### src/ssr_pkg.sv
package ssr_pkg;
  // status byte bit positions
  localparam int unsigned STB_ESB_BIT = 5;
  localparam int unsigned STB_MAV_BIT = 4;
  localparam int unsigned STB_RQS_BIT = 6;
  // standard event bit positions
  localparam int unsigned EV_PON_BIT  = 7;
  localparam int unsigned EV_URQ_BIT  = 6;
  localparam int unsigned EV_CME_BIT  = 5;
  localparam int unsigned EV_EXE_BIT  = 4;
  localparam int unsigned EV_DDE_BIT  = 3;
  localparam int unsigned EV_QYE_BIT  = 2;
  localparam int unsigned EV_RQC_BIT  = 1;
  localparam int unsigned EV_OPC_BIT  = 0;
  // masks and reset values
  localparam logic [7:0] SRE_WRITE_MASK = 8'hBF;
  localparam logic [7:0] EV_LIVE_MASK   = 8'hBD;
  localparam logic [7:0] SRE_RESET      = 8'h00;
  localparam logic [7:0] ESE_RESET      = 8'h00;
  localparam logic [7:0] EV_RESET       = 8'h80;
  localparam logic [7:0] DDS_RESET      = 8'h00;
endpackage : ssr_pkg

### src/ssr_flag_bit.sv
`timescale 1ns/1ps
// one sticky flag: set wins over clear
module ssr_flag_bit
  import ssr_pkg::*;
#(
  parameter logic RESET_VAL = 1'b0
)
(
  input  wire logic sys_clk_i,
  input  wire logic sys_rst_i,
  input  wire logic set_i,
  input  wire logic clr_i,
  output logic      flag_o
);
  always_ff @(posedge sys_clk_i or posedge sys_rst_i)
  begin
    if (sys_rst_i)
      flag_o <= RESET_VAL;
    else if (set_i)
      flag_o <= 1'b1;
    else if (clr_i)
      flag_o <= 1'b0;
  end
endmodule : ssr_flag_bit

### src/ssr_status_request.sv
`timescale 1ns/1ps
module ssr_status_request
  import ssr_pkg::*;
(
  input  wire logic       sys_clk_i,
  input  wire logic       sys_rst_i,
  input  wire logic       clear_status_i,
  input  wire logic       sre_write_i,
  input  wire logic [7:0] sre_wdata_i,
  input  wire logic       ese_write_i,
  input  wire logic [7:0] ese_wdata_i,
  input  wire logic       event_read_i,
  input  wire logic       serial_poll_i,
  input  wire logic       queue_not_empty_i,
  input  wire logic [3:0] dev_summary_i,
  input  wire logic       cmd_error_i,
  input  wire logic       exec_error_i,
  input  wire logic       dev_error_i,
  input  wire logic       query_error_i,
  input  wire logic       op_complete_i,
  output logic [7:0]      sre_rdata_o,
  output logic [7:0]      ese_rdata_o,
  output logic [7:0]      event_rdata_o,
  output logic [7:0]      status_byte_o,
  output logic [7:0]      poll_byte_o,
  output logic            srq_o
);
  logic [7:0] service_request_mask;
  logic [7:0] event_enable_mask;
  logic [7:0] event_set;
  logic [7:0] standard_event_flags;
  logic [7:0] next_stb;
  logic       next_mss;
  logic       mss_q;
  logic       rqs;
  logic       ev_clr;
  logic [3:0] dev_sum;

  // enable masks are touched only by their own writes, never by clear-status
  always_ff @(posedge sys_clk_i or posedge sys_rst_i)
  begin
    if (sys_rst_i)
      service_request_mask <= SRE_RESET;
    else if (sre_write_i)
      service_request_mask <= sre_wdata_i & SRE_WRITE_MASK;
  end

  always_ff @(posedge sys_clk_i or posedge sys_rst_i)
  begin
    if (sys_rst_i)
      event_enable_mask <= ESE_RESET;
    else if (ese_write_i)
      event_enable_mask <= ese_wdata_i;
  end

  always_comb
  begin
    event_set             = 8'h00;
    event_set[EV_CME_BIT] = cmd_error_i;
    event_set[EV_EXE_BIT] = exec_error_i;
    event_set[EV_DDE_BIT] = dev_error_i;
    event_set[EV_QYE_BIT] = query_error_i;
    event_set[EV_OPC_BIT] = op_complete_i;
    event_set[EV_URQ_BIT] = 1'b0;
    event_set[EV_RQC_BIT] = 1'b0;
  end

  assign ev_clr = clear_status_i | event_read_i;

  // bits 6 and 1 are left unbuilt so they read as constant zero
  genvar gi;
  generate
    for (gi = 0; gi < 8; gi++)
    begin : g_ev
      if (EV_LIVE_MASK[gi])
      begin : g_live
        ssr_flag_bit #(
          .RESET_VAL (EV_RESET[gi])
        ) u_flag (
          .sys_clk_i (sys_clk_i),
          .sys_rst_i (sys_rst_i),
          .set_i     (event_set[gi]),
          .clr_i     (ev_clr),
          .flag_o    (standard_event_flags[gi])
        );
      end
      else
      begin : g_zero
        assign standard_event_flags[gi] = 1'b0;
      end
    end
  endgenerate

  // device summary bits from extended registers are cleared by clear-status
  always_ff @(posedge sys_clk_i or posedge sys_rst_i)
  begin
    if (sys_rst_i)
      dev_sum <= DDS_RESET[3:0];
    else if (clear_status_i)
      dev_sum <= 4'h0;
    else
      dev_sum <= dev_summary_i;
  end

  always_comb
  begin
    next_stb              = 8'h00;
    next_stb[3:0]         = dev_sum;
    next_stb[STB_MAV_BIT] = queue_not_empty_i;
    next_stb[STB_ESB_BIT] = |(standard_event_flags & event_enable_mask);
    next_stb[STB_RQS_BIT] = 1'b0;
    next_mss              = |(next_stb & service_request_mask & SRE_WRITE_MASK);
  end

  always_ff @(posedge sys_clk_i or posedge sys_rst_i)
  begin
    if (sys_rst_i)
      mss_q <= 1'b0;
    else
      mss_q <= next_mss;
  end

  // request latches on a new cause and drops after a poll
  always_ff @(posedge sys_clk_i or posedge sys_rst_i)
  begin
    if (sys_rst_i)
      rqs <= 1'b0;
    else if (next_mss && !mss_q)
      rqs <= 1'b1;
    else if (serial_poll_i || !next_mss)
      rqs <= 1'b0;
  end

  always_ff @(posedge sys_clk_i or posedge sys_rst_i)
  begin
    if (sys_rst_i)
    begin
      status_byte_o <= 8'h00;
      poll_byte_o   <= 8'h00;
      srq_o         <= 1'b0;
    end
    else
    begin
      status_byte_o <= next_stb | ({7'h00, next_mss} << STB_RQS_BIT);
      poll_byte_o   <= next_stb | ({7'h00, rqs} << STB_RQS_BIT);
      srq_o         <= rqs;
    end
  end

  always_ff @(posedge sys_clk_i or posedge sys_rst_i)
  begin
    if (sys_rst_i)
    begin
      sre_rdata_o   <= 8'h00;
      ese_rdata_o   <= 8'h00;
      event_rdata_o <= 8'h00;
    end
    else
    begin
      sre_rdata_o   <= service_request_mask & SRE_WRITE_MASK;
      ese_rdata_o   <= event_enable_mask;
      event_rdata_o <= standard_event_flags;
    end
  end
endmodule : ssr_status_request

### config.mk
export PLATFORM = sky130hd
export DESIGN_NAME = ssr_status_request
export DESIGN_NICKNAME = d
export VERILOG_FILES = /design/src/ssr_pkg.sv /design/src/ssr_flag_bit.sv /design/src/ssr_status_request.sv
export SDC_FILE = /design/constraint.sdc
export NUM_CORES = 1
export LEC_CHECK = 0
export BUFFER_PORTS_ARGS = -buffer_cell sky130_fd_sc_hd__buf_2
export CAP_MARGIN = 20
export CORE_MARGIN = 2
export CORE_UTILIZATION = 50
export CTS_CLUSTER_SIZE = 24
export DETAILED_ROUTE_END_ITERATION = 10
export PLACE_DENSITY = 0.84
export SYNTH_ARGS = -nofsm -noshare
export SYNTH_HDL_FRONTEND = slang
export SYNTH_SLANG_ARGS = --single-unit
### constraint.sdc
create_clock -name sys_clk_i -period 2.8 [get_ports sys_clk_i]
set_input_delay 0.42 -clock sys_clk_i [delete_from_list [all_inputs] [get_ports sys_clk_i]]
set_output_delay 0.42 -clock sys_clk_i [all_outputs]
set_load 0.02 [all_outputs]
# Word level (Yosys, flattened, before mapping)
# Cells that the tools add are included.
[word_totals]
in_bits = 33
reg_bits = 63
[op_classes]
n_reduce_logical = 12
bitwise = 5
mux = 9
[ops]
columns = ["operator", "count"]
rows = [
  ["OR 6 x 7 -> 7 bit", 2],
  ["nonzero test 2 bit", 6],
  ["AND 6 x 8 -> 8 bit", 1],
  ["AND 8 bit", 1],
  ["2-to-1 mux 1 bit", 8],
  ["OR reduction 8 bit", 1],
  ["OR reduction 7 bit", 1],
  ["2-to-1 mux 4 bit", 1],
  ["zero test 1 bit", 2],
  ["logical AND 1 bit", 1],
  ["logical OR 1 bit", 1],
  ["OR 1 bit", 1],
]

# Logic depth before layout (Yosys ltp)
[logic_depth]
word_depth = 8
ltp_mapped = 3
depth_no_buf = 3

# Modules after synthesis
# From an unflattened synthesis, not the netlist that was laid out.
[unflattened]
hier_cells = 123
area_unflattened_um2 = 1860.5
[by_module_without_submodules]
columns = ["module", "instances", "area_per_inst_um2", "cells_per_inst"]
rows = [
  ["ssr_status_request", 1, 1619.1, 99],
  ["ssr_flag_bit at g_ev[0].g_live.u_flag ...", 5, 40.0, 4],
  ["ssr_flag_bit at g_ev[7].g_live.u_flag", 1, 41.3, 4],
]

# Worst setup path before layout
# Ideal clock, no wire load.
[synth_path]
kind = "register to register"
startpoint = "register dev_sum[0]"
endpoint = "register mss_q"
t_arrival_ns = 0.968
setup_time_ns = 0.124
path_slack_ns = 1.708
n_path_buf = 0
path_stages_with_launch = 4
path_cell_list = "dfrtp_1 a222oi_1 nand2_1 or2_1"
[synth_between]
elab_chain_len = 2
[synth_lines]
columns = ["item", "line", "text"]
rows = [
  ["from (decl)", "ssr_status_request.sv:37", "logic [3:0] dev_sum;"],
  ["from (signal assigned)", "ssr_status_request.sv:98", "dev_sum <= DDS_RESET[3:0];"],
  ["from (signal assigned)", "ssr_status_request.sv:102", "dev_sum <= dev_summary_i;"],
  ["AND 6 x 8 -> 8 bit", "ssr_status_request.sv:112", "next_mss = |(next_stb & service_request_mask & SRE_WRITE_MASK);"],
  ["OR reduction 7 bit", "ssr_status_request.sv:112", ""],
  ["via next_mss", "ssr_status_request.sv:33", "logic next_mss;"],
  ["to (signal assigned)", "ssr_status_request.sv:120", "mss_q <= next_mss;"],
  ["to (decl)", "ssr_status_request.sv:34", "logic mss_q;"],
]
# The timed path passes the listed nets, and every way through them passes these cells.
# A chain may end at the register's enable or synchronous reset.

# Worst setup path in the final report
[layout_path]
startpoint = "register ese_rdata_o[6]"
endpoint = "output ese_rdata_o[6]"
[layout_rtl]
columns = ["item", "line", "text"]
rows = [
  ["from (decl)", "ssr_status_request.sv:22", "output logic [7:0] ese_rdata_o,"],
  ["from (signal assigned)", "ssr_status_request.sv:161", "ese_rdata_o <= event_enable_mask;"],
]
# No word-level cell between the ends.

==> reports/qor.txt <==
Worst reg2reg path startpoint = service_request_mask[0]$_DFFE_PP0P_
First-pass GRT wire length = 5002 µm
Hold Vio Cnt, Final = 0
Core Region = 0.003416 mm²
Initial antenna violation count = 0
Seq/Total Area, Yosys = 76.04%
Crit-path max cell delay = 0.41 ns
Pint = 1037 µW
Max-capacitance violation count = 0
CTS max path bufs = 2
R2R cell count = 3
Clk_lat worst skew = 0.36 ns
Yosys Warn Count = 0
Area post-placement = 0.002112 mm²
Commonest non-fill, non-tap cells in the layout = buf_2, dfrtp_1, mux2_1
Iteration-0 DRC Markers = 56
Num rows = 21
Synth Instances = 111
Root buf cell = clkbuf_4
Worst Setup End Kind = primary output
CP max FO = 1
Worst path top cell family by delay = flip-flops
Starting Density = 53.04%
DR pass1 iterations = 4
Avg Cell Area, Syn = 16.32 µm²
Fmax = 743.8 MHz
Die area = 0.004121 mm²
CTS resizes = 0
Gr usage total = 16.44%
RSZ-0062 raised after global routing = false
Final setup viols = 0
TritonCTS buffer count = 5
HPWL Detailed = 2275 µm
DR vias/cell = 4.658
Status = complete, no violations
DR vias = 1,034
DRC Markers = 0
Reg power frac = 63.6%
Leakage = 0.001116 µW
Fin. max-slew vios = 0
WP data arrival = 0.92 ns
Top Ports = 74
DRT Wirelength = 2991 µm
Gr ovfl total = 0
CP Launch Point = ese_rdata_o[6]$_DFF_PP0_
CTS clk-pin slew, worst paths = 0.14 ns
Cell area after layout = 0.002182 mm²
Unique cell type count in the Yosys netlist = 20
Number of routed nets with antenna violations = 0
R2R Setup Slk = 1.62 ns
Kind of start point of the critical path = register
Vias in the first global route = 1,071
Postcts setup bufs = 0
Avg WL per Cell = 13.47 µm
Crit Path Class = reg -> out
Crit path cell chain = buf_2
Nets = 208
Clock power frac = 22.1%
# diodes = 0
Max VDD drop = 364.5 µV
Die width = 64.20 µm
Area growth syn-to-layout = 20.44%
Fin crit share = 48.01%
Mapped cell area = 0.001812 mm²
Setup Skew = 0.009399 ns
Register bit total from synthesis = 55
CTS Hold Bufs = 0
Routability cong. = 0.6607
Critical-path top delay cell = dfrtp_1
Commonest non-fill, non-tap cell in the layout = buf_2
Final TNS setup = 0 ns
Buf/Inv on CP = 1
R2r endpoint = mss_q$_DFF_PP0_
Combinational cell fraction of total power = 14.3%
Crit path time final = 1.344 ns
Largest net degree at the start of global routing = 56
Sw frac = 26.35%
CTS tree = built
Clk sinks = 55
Port Buffers = 67
CTS H-tree depth = 2
Power per cell area = 645.3 mW/mm²
Worst endpoint required time = 2.38 ns
Die height = 64.20 µm
Share of cells above drive strength 1 = 43.18%
NetSw = 371.0 µW
Min-Delay Path Class = in -> async
registers in the layout, summed over array words and instances, names as in the netlist:
| signal | count |
|---|---|
| event_rdata_o | 6 |
| sre_rdata_o | 7 |
| event_enable_mask | 8 |
| poll_byte_o | 5 |
| dev_sum | 4 |
| status_byte_o | 2 |
| rqs | 1 |
| g_ev.g_live.u_flag.flag_o | 6 |
| service_request_mask | 7 |
| ese_rdata_o | 8 |
| mss_q | 1 |
kinds of logic after synthesis:
logic type      after synthesis  share of synthesized area, %
compound gates               13                         5.387
mux                          14                         8.702
other cells                   1                        0.2070
simple gates                 11                         3.315
flops                        55                         76.04
buf+inv                      17                         6.354
cells in the mapped netlist:
cell	n	share of area, %
inv_1	2	0.41
a22oi_1	4	1.7
a222oi_1	1	0.55
conb_1	1	0.21
dfstp_2	1	1.5
nor2_1	1	0.21
nand2_1	2	0.41
nand2b_1	1	0.35
and2_1	1	0.35
nor2b_1	4	1.4
dfrtp_1	54	75
or2_1	1	0.35
buf_4	13	5.4
mux2_1	14	8.7
a21o_1	5	2.1
o21ai_0	1	0.28
a31oi_1	1	0.35
nand3_1	1	0.28
buf_2	2	0.55
a2bb2oi_1	1	0.48
worst max-delay path by stage:
stage | endpoint | slack, ns | cells past startpoint
2_1_floorplan | dev_sum[0]$_DFF_PP0_ | 1.04 | 1
3_3_place_gp | dev_sum[1]$_DFF_PP0_ | 1.41 | 2
3_5_place_dp | dev_sum[2]$_DFF_PP0_ | 1.35 | 2
4_1_cts | status_byte_o[6] | 1.43 | 1
5_1_grt | ese_rdata_o[6] | 1.38 | 1
6_report | ese_rdata_o[6] | 1.46 | 1
final cells by class:
cell class | count | area (µm²)
clock buffer | 7 | 45.04
clock inverter | 1 | 5.005
fill | 285 | 1234
inverter | 2 | 7.507
multi-input combinational | 43 | 334.1
sequential | 55 | 1378
tap | 46 | 57.56
timing repair buffer | 68 | 355.3
stage by stage:
stage / setup slack (ns) / power [µW] / cells / hold WS (ns) / util [%]
after global routing: 1.377 / 1495 / 222 / 0.05494 / 63.88
after floorplan: 1.039 / 1046 / 115 / 0.3471 / -
after detailed placement: 1.348 / 1114 / 213 / 0.3589 / 61.83
final: 1.456 / 1408 / 222 / 0.05806 / 63.88
after global placement: 1.410 / 1104 / 213 / 0.3544 / 61.83
after CTS: 1.433 / 1426 / 221 / 0.1641 / 63.30
power groups by stage:
stage / registers (µW) / logic [µW] / clock network, µW
6_report: 895 / 201 / 312
5_1_grt: 905 / 219 / 371
4_1_cts: 897 / 202 / 327
3_5_place_dp: 912 / 202 / 0
3_3_place_gp: 906 / 198 / 0
2_1_floorplan: 950 / 95.1 / 0
per-layer routing:
layer  global-route usage (%)  part of all wire [%]  up-vias
li1                         -                     -      479
met1                    19.88                    40      488
met2                    26.95                    48       61
met3                    7.570                    11        6
met4                    3.989                   1.1        0
met5                        0                     0        -
Note: power is estimated with default switching activity, not from simulation.
